### src/core/bmm_pkg.sv
// Purpose: shared constants for the boot memory map controller
// Assumes: 16-bit code and data address spaces of the core
// Notes: register offsets are byte addresses on the ahb-lite slave
package bmm_pkg;

  // ==========================================================
  // register map
  localparam logic [7:0] CFG_OFFSET = 8'h00;
  localparam logic [7:0] USB_CONTROL_REG_OFFSET = 8'h04;

  // ==========================================================
  // configuration register fields and reset values
  localparam int MAP_SWITCH_BIT = 0;
  localparam int REV_LSB = 1;
  localparam int REV_MSB = 4;
  localparam int OVC_EN_BIT = 5;
  localparam int IRQ_SEL_BIT = 6;
  localparam int RSV_BIT = 7;
  localparam int USB_CONNECT_BIT = 7;
  localparam logic [7:0] CFG_RESET = 8'h00;
  localparam logic [3:0] REVISION_DEFAULT = 4'h1; // arbitrary value

  // ==========================================================
  // memory windows
  localparam logic [15:0] ROM_LO_BASE = 16'h0000;
  localparam logic [15:0] ROM_LO_LAST = 16'h17FF;
  localparam logic [15:0] ROM_HI_BASE = 16'h8000;
  localparam logic [15:0] ROM_HI_LAST = 16'h97FF;
  localparam logic [15:0] RAM_BASE = 16'h0000;
  localparam logic [15:0] RAM_LAST = 16'h1FFF;
  localparam logic [15:0] IO_BASE = 16'hFD80;
  localparam logic [15:0] IO_LAST = 16'hFFFF;
  localparam logic [15:0] RESET_VECTOR = 16'h0000;

  // ==========================================================
  // bus constants
  localparam logic [1:0] HTRANS_NONSEQ = 2'h2;
  localparam logic [1:0] HTRANS_SEQ = 2'h3;

endpackage

### src/core/bmm_window.sv
// Purpose: decode one address window, inclusive bounds
// Assumes: combinational, same clock as the caller
// Notes: instantiated once per window and port; the ram window twice
`timescale 1ns/1ps
`default_nettype none
module bmm_window #(
  parameter logic [15:0] BASE = 16'h0000,
  parameter logic [15:0] LAST = 16'hFFFF
) (
  // address in
  input wire logic [15:0] addr,
  // window hit
  output logic hit
);
  assign hit = (addr >= BASE) && (addr <= LAST);
endmodule
`default_nettype wire

### src/core/bmm_ctrl.sv
// Purpose: boot memory map control and configuration register
// Assumes: core issues code and data accesses on its own ports
// Notes: registers reached over ahb-lite, zero wait states
//
// Our own choices: the AHB-Lite register port and the placing of the registers.
`timescale 1ns/1ps
`default_nettype none

// Contract
// - map bit clear: boot rom at code 0000-17FF and mirror 8000-97FF.
// - map bit clear: 8K ram in data space at 0000-1FFF.
// - both modes: buffers, registers, i/o in data space FD80-FFFF.
// - map bit set: boot rom only at code 8000-97FF.
// - map bit set: 8K ram in code space at 0000-1FFF.
// - reset clears map bit and usb connect bit.
// - after reset the first fetch is from 0000, in boot rom.
// - boot code loads ram from eeprom if signed, else over usb.
// - boot code sets map bit first, then usb connect bit.
// - software can set map bit but never clear it; reset only.
// - boot mode allows ram reads and writes via data space.
// - normal mode blocks every ram write.
// - revision read-only in bits 4-1; writes ignored.
// - bit 5, reset 0, enables hub overcurrent detection.
// - bit 6, reset 0, picks irq one source: pin or port2 or.
module bmm_ctrl #(
  parameter logic [3:0] REVISION = bmm_pkg::REVISION_DEFAULT
) (
  // clock and reset
  input wire logic hclk,
  input wire logic hresetn,
  // ahb-lite slave
  input wire logic hsel,
  input wire logic [7:0] haddr,
  input wire logic [1:0] htrans,
  input wire logic hwrite,
  input wire logic [2:0] hsize,
  input wire logic [31:0] hwdata,
  input wire logic hready,
  output logic hreadyout,
  output logic hresp,
  output logic [31:0] hrdata,
  // core code port
  input wire logic [15:0] code_addr,
  output logic code_rom_sel,
  output logic code_ram_sel,
  // core data port
  input wire logic [15:0] data_addr,
  input wire logic data_wr,
  output logic data_ram_sel,
  output logic data_ram_wr_en,
  output logic data_io_sel,
  // first fetch address after reset
  output logic [15:0] reset_vector,
  // mode and usb state
  output logic map_switch_bit,
  output logic usb_connect_bit,
  output logic overcurrent_detect_enable,
  // external interrupt one
  input wire logic port3_pin3,
  input wire logic [7:0] port2_in,
  output logic external_irq_one
);

  // ==========================================================
  // bus address phase capture
  logic wr_pend_q, wr_pend_d;
  logic [7:0] wr_addr_q, wr_addr_d;
  logic rd_pend_q, rd_pend_d;
  logic take;

  assign take = hsel && hready &&
    (htrans == bmm_pkg::HTRANS_NONSEQ || htrans == bmm_pkg::HTRANS_SEQ);

  always_comb begin
    wr_pend_d = take && hwrite;
    rd_pend_d = take && !hwrite;
    wr_addr_d = take ? haddr : wr_addr_q;
  end

  always_ff @(posedge hclk or negedge hresetn) begin
    if (!hresetn) begin
      wr_pend_q <= 1'b0;
      rd_pend_q <= 1'b0;
      wr_addr_q <= 8'h00;
    end else begin
      wr_pend_q <= wr_pend_d;
      rd_pend_q <= rd_pend_d;
      wr_addr_q <= wr_addr_d;
    end
  end

  // zero wait states; every access answers okay, unmapped reads zero
  assign hreadyout = 1'b1;
  assign hresp = 1'b0;

  // ==========================================================
  // configuration and usb control state
  logic map_q, map_d;
  logic ovc_q, ovc_d;
  logic irq_sel_q, irq_sel_d;
  logic rsv_q, rsv_d;
  logic conn_q, conn_d;
  logic cfg_wr, usb_wr;

  assign cfg_wr = wr_pend_q && (wr_addr_q == bmm_pkg::CFG_OFFSET);
  assign usb_wr = wr_pend_q && (wr_addr_q == bmm_pkg::USB_CONTROL_REG_OFFSET);

  always_comb begin
    map_d = map_q;
    ovc_d = ovc_q;
    irq_sel_d = irq_sel_q;
    rsv_d = rsv_q;
    conn_d = conn_q;
    if (cfg_wr) begin
      // a written zero leaves the map bit set: only reset clears it
      map_d = map_q | hwdata[bmm_pkg::MAP_SWITCH_BIT];
      ovc_d = hwdata[bmm_pkg::OVC_EN_BIT];
      irq_sel_d = hwdata[bmm_pkg::IRQ_SEL_BIT];
      rsv_d = hwdata[bmm_pkg::RSV_BIT];
      // revision bits are not stored, so writes cannot change them
    end
    if (usb_wr) begin
      conn_d = hwdata[bmm_pkg::USB_CONNECT_BIT];
    end
  end

  always_ff @(posedge hclk or negedge hresetn) begin
    if (!hresetn) begin
      map_q <= bmm_pkg::CFG_RESET[bmm_pkg::MAP_SWITCH_BIT];
      ovc_q <= bmm_pkg::CFG_RESET[bmm_pkg::OVC_EN_BIT];
      irq_sel_q <= bmm_pkg::CFG_RESET[bmm_pkg::IRQ_SEL_BIT];
      rsv_q <= bmm_pkg::CFG_RESET[bmm_pkg::RSV_BIT];
      conn_q <= 1'b0;
    end else begin
      map_q <= map_d;
      ovc_q <= ovc_d;
      irq_sel_q <= irq_sel_d;
      rsv_q <= rsv_d;
      conn_q <= conn_d;
    end
  end

  // ==========================================================
  // read data, registered so the bus sees clean flop outputs;
  // built from the next-state view, so a read whose address phase
  // overlaps a write's data phase already returns the new value
  logic [31:0] rdata_q, rdata_d;
  logic [7:0] cfg_view;
  logic [7:0] usb_view;

  always_comb begin
    cfg_view = 8'h00;
    cfg_view[bmm_pkg::MAP_SWITCH_BIT] = map_d;
    cfg_view[bmm_pkg::REV_MSB:bmm_pkg::REV_LSB] = REVISION;
    cfg_view[bmm_pkg::OVC_EN_BIT] = ovc_d;
    cfg_view[bmm_pkg::IRQ_SEL_BIT] = irq_sel_d;
    cfg_view[bmm_pkg::RSV_BIT] = rsv_d;
    usb_view = 8'h00;
    usb_view[bmm_pkg::USB_CONNECT_BIT] = conn_d;
    rdata_d = 32'h0000_0000;
    if (take && !hwrite) begin
      case (haddr)
        bmm_pkg::CFG_OFFSET: begin
          rdata_d = {24'h00_0000, cfg_view};
        end
        bmm_pkg::USB_CONTROL_REG_OFFSET: begin
          rdata_d = {24'h00_0000, usb_view};
        end
        default: begin
          // unmapped offsets read as zero
          rdata_d = 32'h0000_0000;
        end
      endcase
    end
  end

  always_ff @(posedge hclk or negedge hresetn) begin
    if (!hresetn) begin
      rdata_q <= 32'h0000_0000;
    end else begin
      rdata_q <= rdata_d;
    end
  end

  assign hrdata = rd_pend_q ? rdata_q : 32'h0000_0000;

  // ==========================================================
  // address decode; map_q is a single flop so the decode switches
  // in one clean step right after the write's data phase
  logic c_rom_lo, c_rom_hi, c_ram, d_ram, d_io;

  bmm_window #(
    .BASE(bmm_pkg::ROM_LO_BASE),
    .LAST(bmm_pkg::ROM_LO_LAST)
  ) u_code_rom_lo (
    .addr(code_addr),
    .hit(c_rom_lo)
  );

  bmm_window #(
    .BASE(bmm_pkg::ROM_HI_BASE),
    .LAST(bmm_pkg::ROM_HI_LAST)
  ) u_code_rom_hi (
    .addr(code_addr),
    .hit(c_rom_hi)
  );

  bmm_window #(
    .BASE(bmm_pkg::RAM_BASE),
    .LAST(bmm_pkg::RAM_LAST)
  ) u_code_ram (
    .addr(code_addr),
    .hit(c_ram)
  );

  bmm_window #(
    .BASE(bmm_pkg::RAM_BASE),
    .LAST(bmm_pkg::RAM_LAST)
  ) u_data_ram (
    .addr(data_addr),
    .hit(d_ram)
  );

  bmm_window #(
    .BASE(bmm_pkg::IO_BASE),
    .LAST(bmm_pkg::IO_LAST)
  ) u_data_io (
    .addr(data_addr),
    .hit(d_io)
  );

  always_comb begin
    if (!map_q) begin
      code_rom_sel = c_rom_lo || c_rom_hi;
      code_ram_sel = 1'b0;
      data_ram_sel = d_ram;
      // boot code copies its image into ram through this path
      data_ram_wr_en = d_ram && data_wr;
    end else begin
      code_rom_sel = c_rom_hi;
      code_ram_sel = c_ram;
      // ram now holds code, so the data port may not touch it
      data_ram_sel = 1'b0;
      data_ram_wr_en = 1'b0;
    end
  end

  assign data_io_sel = d_io;

  // boot rom sits at the vector while the map bit is clear
  assign reset_vector = bmm_pkg::RESET_VECTOR;

  // ==========================================================
  // mode outputs; sequencing of load, switch, connect is firmware's
  // job, the hardware only keeps both bits clear from reset
  assign map_switch_bit = map_q;
  assign usb_connect_bit = conn_q;
  assign overcurrent_detect_enable = ovc_q;

  // ==========================================================
  // external irq one source, pins synchronised first
  logic p33_s1_q, p33_s2_q;
  logic [7:0] p2_s1_q, p2_s2_q;
  logic irq_q, irq_d;

  always_ff @(posedge hclk or negedge hresetn) begin
    if (!hresetn) begin
      p33_s1_q <= 1'b0;
      p33_s2_q <= 1'b0;
      p2_s1_q <= 8'h00;
      p2_s2_q <= 8'h00;
    end else begin
      p33_s1_q <= port3_pin3;
      p33_s2_q <= p33_s1_q;
      p2_s1_q <= port2_in;
      p2_s2_q <= p2_s1_q;
    end
  end

  always_comb begin
    irq_d = irq_sel_q ? (|p2_s2_q) : p33_s2_q;
  end

  always_ff @(posedge hclk or negedge hresetn) begin
    if (!hresetn) begin
      irq_q <= 1'b0;
    end else begin
      irq_q <= irq_d;
    end
  end

  assign external_irq_one = irq_q;

endmodule
`default_nettype wire

### config.mk
export PLATFORM = sky130hd
export DESIGN_NAME = bmm_ctrl
export DESIGN_NICKNAME = d
export VERILOG_FILES = /design/src/core/bmm_pkg.sv /design/src/core/bmm_window.sv /design/src/core/bmm_ctrl.sv
export SDC_FILE = /design/constraint.sdc
export NUM_CORES = 1
export LEC_CHECK = 0
export BUFFER_PORTS_ARGS = -buffer_cell sky130_fd_sc_hd__buf_2
export CORE_MARGIN = 2
export CORE_UTILIZATION = 35
export CTS_CLUSTER_DIAMETER = 30
export CTS_CLUSTER_SIZE = 30
export DETAILED_ROUTE_END_ITERATION = 16
export PLACE_DENSITY_LB_ADDON = 0.05
export SYNTH_ARGS = -nofsm -noshare
export SYNTH_HDL_FRONTEND = slang
export SYNTH_SLANG_ARGS = --single-unit
export TNS_END_PERCENT = 1
### constraint.sdc
create_clock -name hclk -period 4 [get_ports hclk]
set_input_delay 0.6 -clock hclk [delete_from_list [all_inputs] [get_ports hclk]]
set_output_delay 0.6 -clock hclk [all_outputs]
set_load 0.05 [all_outputs]
# After elaboration in Yosys (flattened, before gate mapping)
# Index checks and enable logic that the tools add are counted.
totals:
  word_cells: 59
  regBits: 66
  output_inout_bits: 59
  in_bits: 92
classes:
  n_bitwise: 1
  n_eq_ne: 4
  n_mux: 13
  n_reduce_logical: 18
  order_cmp: 9
op_table:
  columns: ["op", "n"]
  rows:
  - ["$mux W32", 2]
  - ["$le A16 B13 Y1 const B", 3]
  - ["$ge A16 B1 Y1 const B", 2]
  - ["$ge A16 B16 Y1 const B", 2]
  - ["$le A16 B16 Y1 const B", 2]
  - ["$eq A8 B3 Y1 const B", 2]
  - ["$logic_not A8 Y1", 2]
  - ["$pmux W8 S2", 1]
  - ["$logic_and A1 B1 Y1", 12]
  - ["$mux W1", 10]
  - ["$reduce_or A8 Y1", 1]
  - ["$eq A2 B2 Y1 const B", 2]
  - ["$logic_or A1 B1 Y1", 2]
  - ["$logic_not A1 Y1", 1]
  - ["$or A1 B1 Y1", 1]

# Logic depth before layout (Yosys ltp)
depth:
  ltp_word: 5
  mapped_depth: 4
  ltp_nobuf: 3

# Hierarchy
# Synthesis repeated with hierarchy kept, for this count alone.
unflattened:
  hier_cells: 148
  hier_area_um2: 1819.2
by_module_without_submodules:
  columns: ["module", "area_per_inst_um2", "cells_each", "seq_area_each_um2", "instances"]
  rows:
  - ["bmm_ctrl", 1740.4, 139, 975.9, 1]
  - ["bmm_window (u_data_io)", 25.0, 4, 0.0, 1]
  - ["bmm_window (u_code_ram ...)", 10.0, 1, 0.0, 2]
  - ["bmm_window (u_code_rom_hi)", 18.8, 2, 0.0, 1]
  - ["bmm_window (u_code_rom_lo)", 15.0, 1, 0.0, 1]

# Worst setup path after synthesis
# OpenSTA, ideal clock, no wires.
synth_path:
  kind: "register to output"
  start: "register map_q (netlist: map_switch_bit)"
  end: "output code_rom_sel"
  arrival_time_ns: 3.248
  stages_incl_launch_ff: 3
  required_time_ns: 3.400
  setup_slack_ns: 0.152
  path_buffers: 0
  path_cell_list: "dfrtp_1 -> nor2b_1 -> a2111oi_0"
synth_via:
  elab_chain_len: 1
synth_lines:
  columns: ["item", "line_no", "source"]
  rows:
  - ["start, declared", "bmm_ctrl.sv:98", "logic map_q, map_d;"]
  - ["start signal, assigned", "bmm_ctrl.sv:129", "map_q <= bmm_pkg::CFG_RESET[bmm_pkg::MAP_SWITCH_BIT];"]
  - ["start signal, assigned", "bmm_ctrl.sv:135", "map_q <= map_d;"]
  - ["$mux W1", "bmm_ctrl.sv:233", "if (!map_q) begin"]
  - ["end, declared", "bmm_ctrl.sv:44", "output logic code_rom_sel,"]
# Every way passes these cells.

# Worst setup path in the final report
# Ends and elaborated chain as after synthesis.

==> results.md <==
- Placed Instances: 269
- Kind of start point of the critical path: register
- Antenna cells: 0
- Final Cycle Share: 0.531
- Die area: 5730 um^2
- WHS Path Cells: 0
- Drc violations: 0
- Overall via count from detail_route: 1131
- Worst path cell trace: nor2b_1, a2111oi_0, buf_2
- Vias in the first global route: 976
- CTS buffer count: 5
- 1st-iter DRT viols: 46
- GRT Total Usage: 0.109
- Drt first pass iters: 4
- Leakage power: 1.04 nW
- Hold Vio Cnt, Final: 0
- Post-DP HPWL: 2.40 mm
- RSZ-0062 raised after global routing: no
- Die Ht: 75.7 um
- Share of layout cells above drive strength 1: 0.382
- Largest net degree at the start of global routing: 40
- Pint: 607 uW
- Commonest non-fill, non-tap cell in the layout: buf_2
- Dominant synthesized flop cell: dfrtp_1
- Status: complete, no violations
- CP arrival: 1.52 ns
- Endpoint class of the critical path: output pin
- Post-CTS setup buffer count: 0
- Clock Skews: 0.00728 ns
- DP Area: 1980 um^2
- Worst min-delay path category: reg2reg
- Seq pwr share: 0.497
- Starting density of the core: 0.357
- CTS tree: yes
- Switching power: 298 uW
- Antenna violations before repair: 0
- Comb power frac: 0.204
- Worst slew margin: 0.457
- Critical path depth: 3
- Worst vdd ir: 213 uV
- Final std cells w/o fill: 277
- Clk_lat worst skew: 0.28 ns
- DR WL/cell: 10.6 um
- PortBufs: 55
- Sequential-to-total area share from yosys stat: 0.543
- Layout net count: 298
- First-pass GRT wire length: 4.53 mm
- Fin area: 2070 um^2
- Max-slew violations: 0
- Pwr Total: 905 uW
- P per Cell Area: 436 nW/um^2
- Max stage delay on crit path: 0.42 ns
- Worst-path clk slew: 0.07 ns
- Vias per cell: 4.08
- IO Count: 151
- Gr ovfl total: 0
- CP delay by family, top: flip-flops
- Reg2Reg Depth: 3
- Area Overhead vs Synth: 15.4%
- Final ANT Viol Nets: 0
- Area leader, netlist: dfrtp_1
- Critical path class: reg2out
- Required @ worst endpoint: 3.40 ns
- Die Span X: 75.7 um
- Endpoints failing setup: 0
- Cells after Synth: 148
- Post-synth ARST share: 1.00
- Avg Inst Size Synth: 12.1 um^2
- Overall routed net length: 2.94 mm
- Slowest CP cell: dfrtp_1
- Core Area: 5040 um^2
- Ranking of synthesized cells by area: dfrtp_1 (54%), buf_4 (19%), mux2_2 (6.3%), and2_1 (2.1%), nor4_1 (1.4%)
- Share of the synthesized area in the top cell type: 0.543
- Hold-fix buffers, CTS: 0
- Clock share of power: 0.299
- Slew @ Worst Pin: 0.815 ns
- Mapped Area: 1800 um^2
- Max Fclk: 471 MHz
- CTS Buffer Depth: 2
- Sw Ratio: 0.329
- Clock sink count: 39
- EDFF count, synth: 0
- Hold slack: 0.349 ns
- Max Cap Viol: 0
- Number of library cell types mapped by synthesis: 32
- Row cnt: 26
- Root buffer cell: clkbuf_8
- Post-synthesis register bit count: 39
- Post-cts sizing count: 0
- TNS Setup: 0 ns
- GPL Wtd Cong: 0.697
- CP Max Fanout: 4
- Tmin final: 2.12 ns
- Commonest cells after routing, fill and taps aside: buf_2 (55), conb_1 (45), dfrtp_1 (39), mux2_2 (10)
- WP buf/inv: 1
- H-tree depth: 2
- Synthesis warning total: 0
## Yosys cell counts (2+ instances only)
library cell	n
nor4_1	4
a21oi_1	2
conb_1	2
nand2_1	3
inv_1	3
a211oi_1	2
mux2_1	2
nand3_1	2
buf_4	45
and2_1	6
nor3_1	2
o31ai_2	2
nand4_1	3
dfrtp_1	39
mux2_2	10
nor2_1	4
mux2i_1	2
## cells by family after synthesis
group / Yosys count / share of synthesized area
AO/OA/AOI/OAI: 10 / 0.0459
buffers and inverters: 50 / 0.199
flip-flops: 39 / 0.543
multiplexers: 14 / 0.0863
other: 2 / 0.00418
AND/OR/NAND/NOR: 33 / 0.122
## sequential cells by signal, indices dropped and copies added, names as in the netlist
signal,cells
p2_s1_q,8
p2_s2_q,8
wr_addr_q,8
rdata_q,5
external_irq_one,1
irq_sel_q,1
map_switch_bit,1
overcurrent_detect_enable,1
p33_s1_q,1
p33_s2_q,1
rd_pend_q,1
rsv_q,1
usb_connect_bit,1
wr_pend_q,1
## power groups by stage
stage | logic (mW) | clock network, mW | registers (mW)
5_1_grt | 0.200 | 0.307 | 0.454
3_3_place_gp | 0.184 | 0 | 0.456
3_5_place_dp | 0.186 | 0 | 0.458
6_report | 0.185 | 0.271 | 0.450
4_1_cts | 0.186 | 0.282 | 0.450
2_1_floorplan | 0.176 | 0 | 0.458
## stage by stage
step | utilization | setup slack [ns]
floorplan | - | 0.152
global placement | 0.392 | 2.00
detailed placement | 0.392 | 1.96
CTS | 0.411 | 1.84
global route | 0.411 | 1.74
finish | 0.411 | 1.88
## worst paths after layout
kind,end,from,slack [ns]
max,code_rom_sel,map_switch_bit,1.88
min,p2_s2_q[2],p2_s1_q[2],0.35
max reg2reg,rsv_q,wr_addr_q[6],2.35
min reg2reg,p2_s2_q[2],p2_s1_q[2],0.35
max in group asynchronous,rdata_q[5],hresetn,3.08
min in group asynchronous,p2_s1_q[5],hresetn,0.40
## final cells by class
cell class              instances  area (um^2)
clock buffers                   6         82.6
clock inverters                 2         16.3
fillers                       492         2970
inverters                       3         11.3
multi-input cells             102          626
flip-flops and latches         39          976
well taps                      70         87.6
repair buffers                 55          275
## layer usage
layer | vias to the layer above | track usage | routed length, um
met5 | - | 0 | 0
met4 | 0 | 0.0468 | 52
met3 | 8 | 0.0397 | 236
met2 | 67 | 0.164 | 1470
met1 | 522 | 0.143 | 1180
li1 | 534 | - | -
No activity file was read; power rests on OpenSTA's default activity.
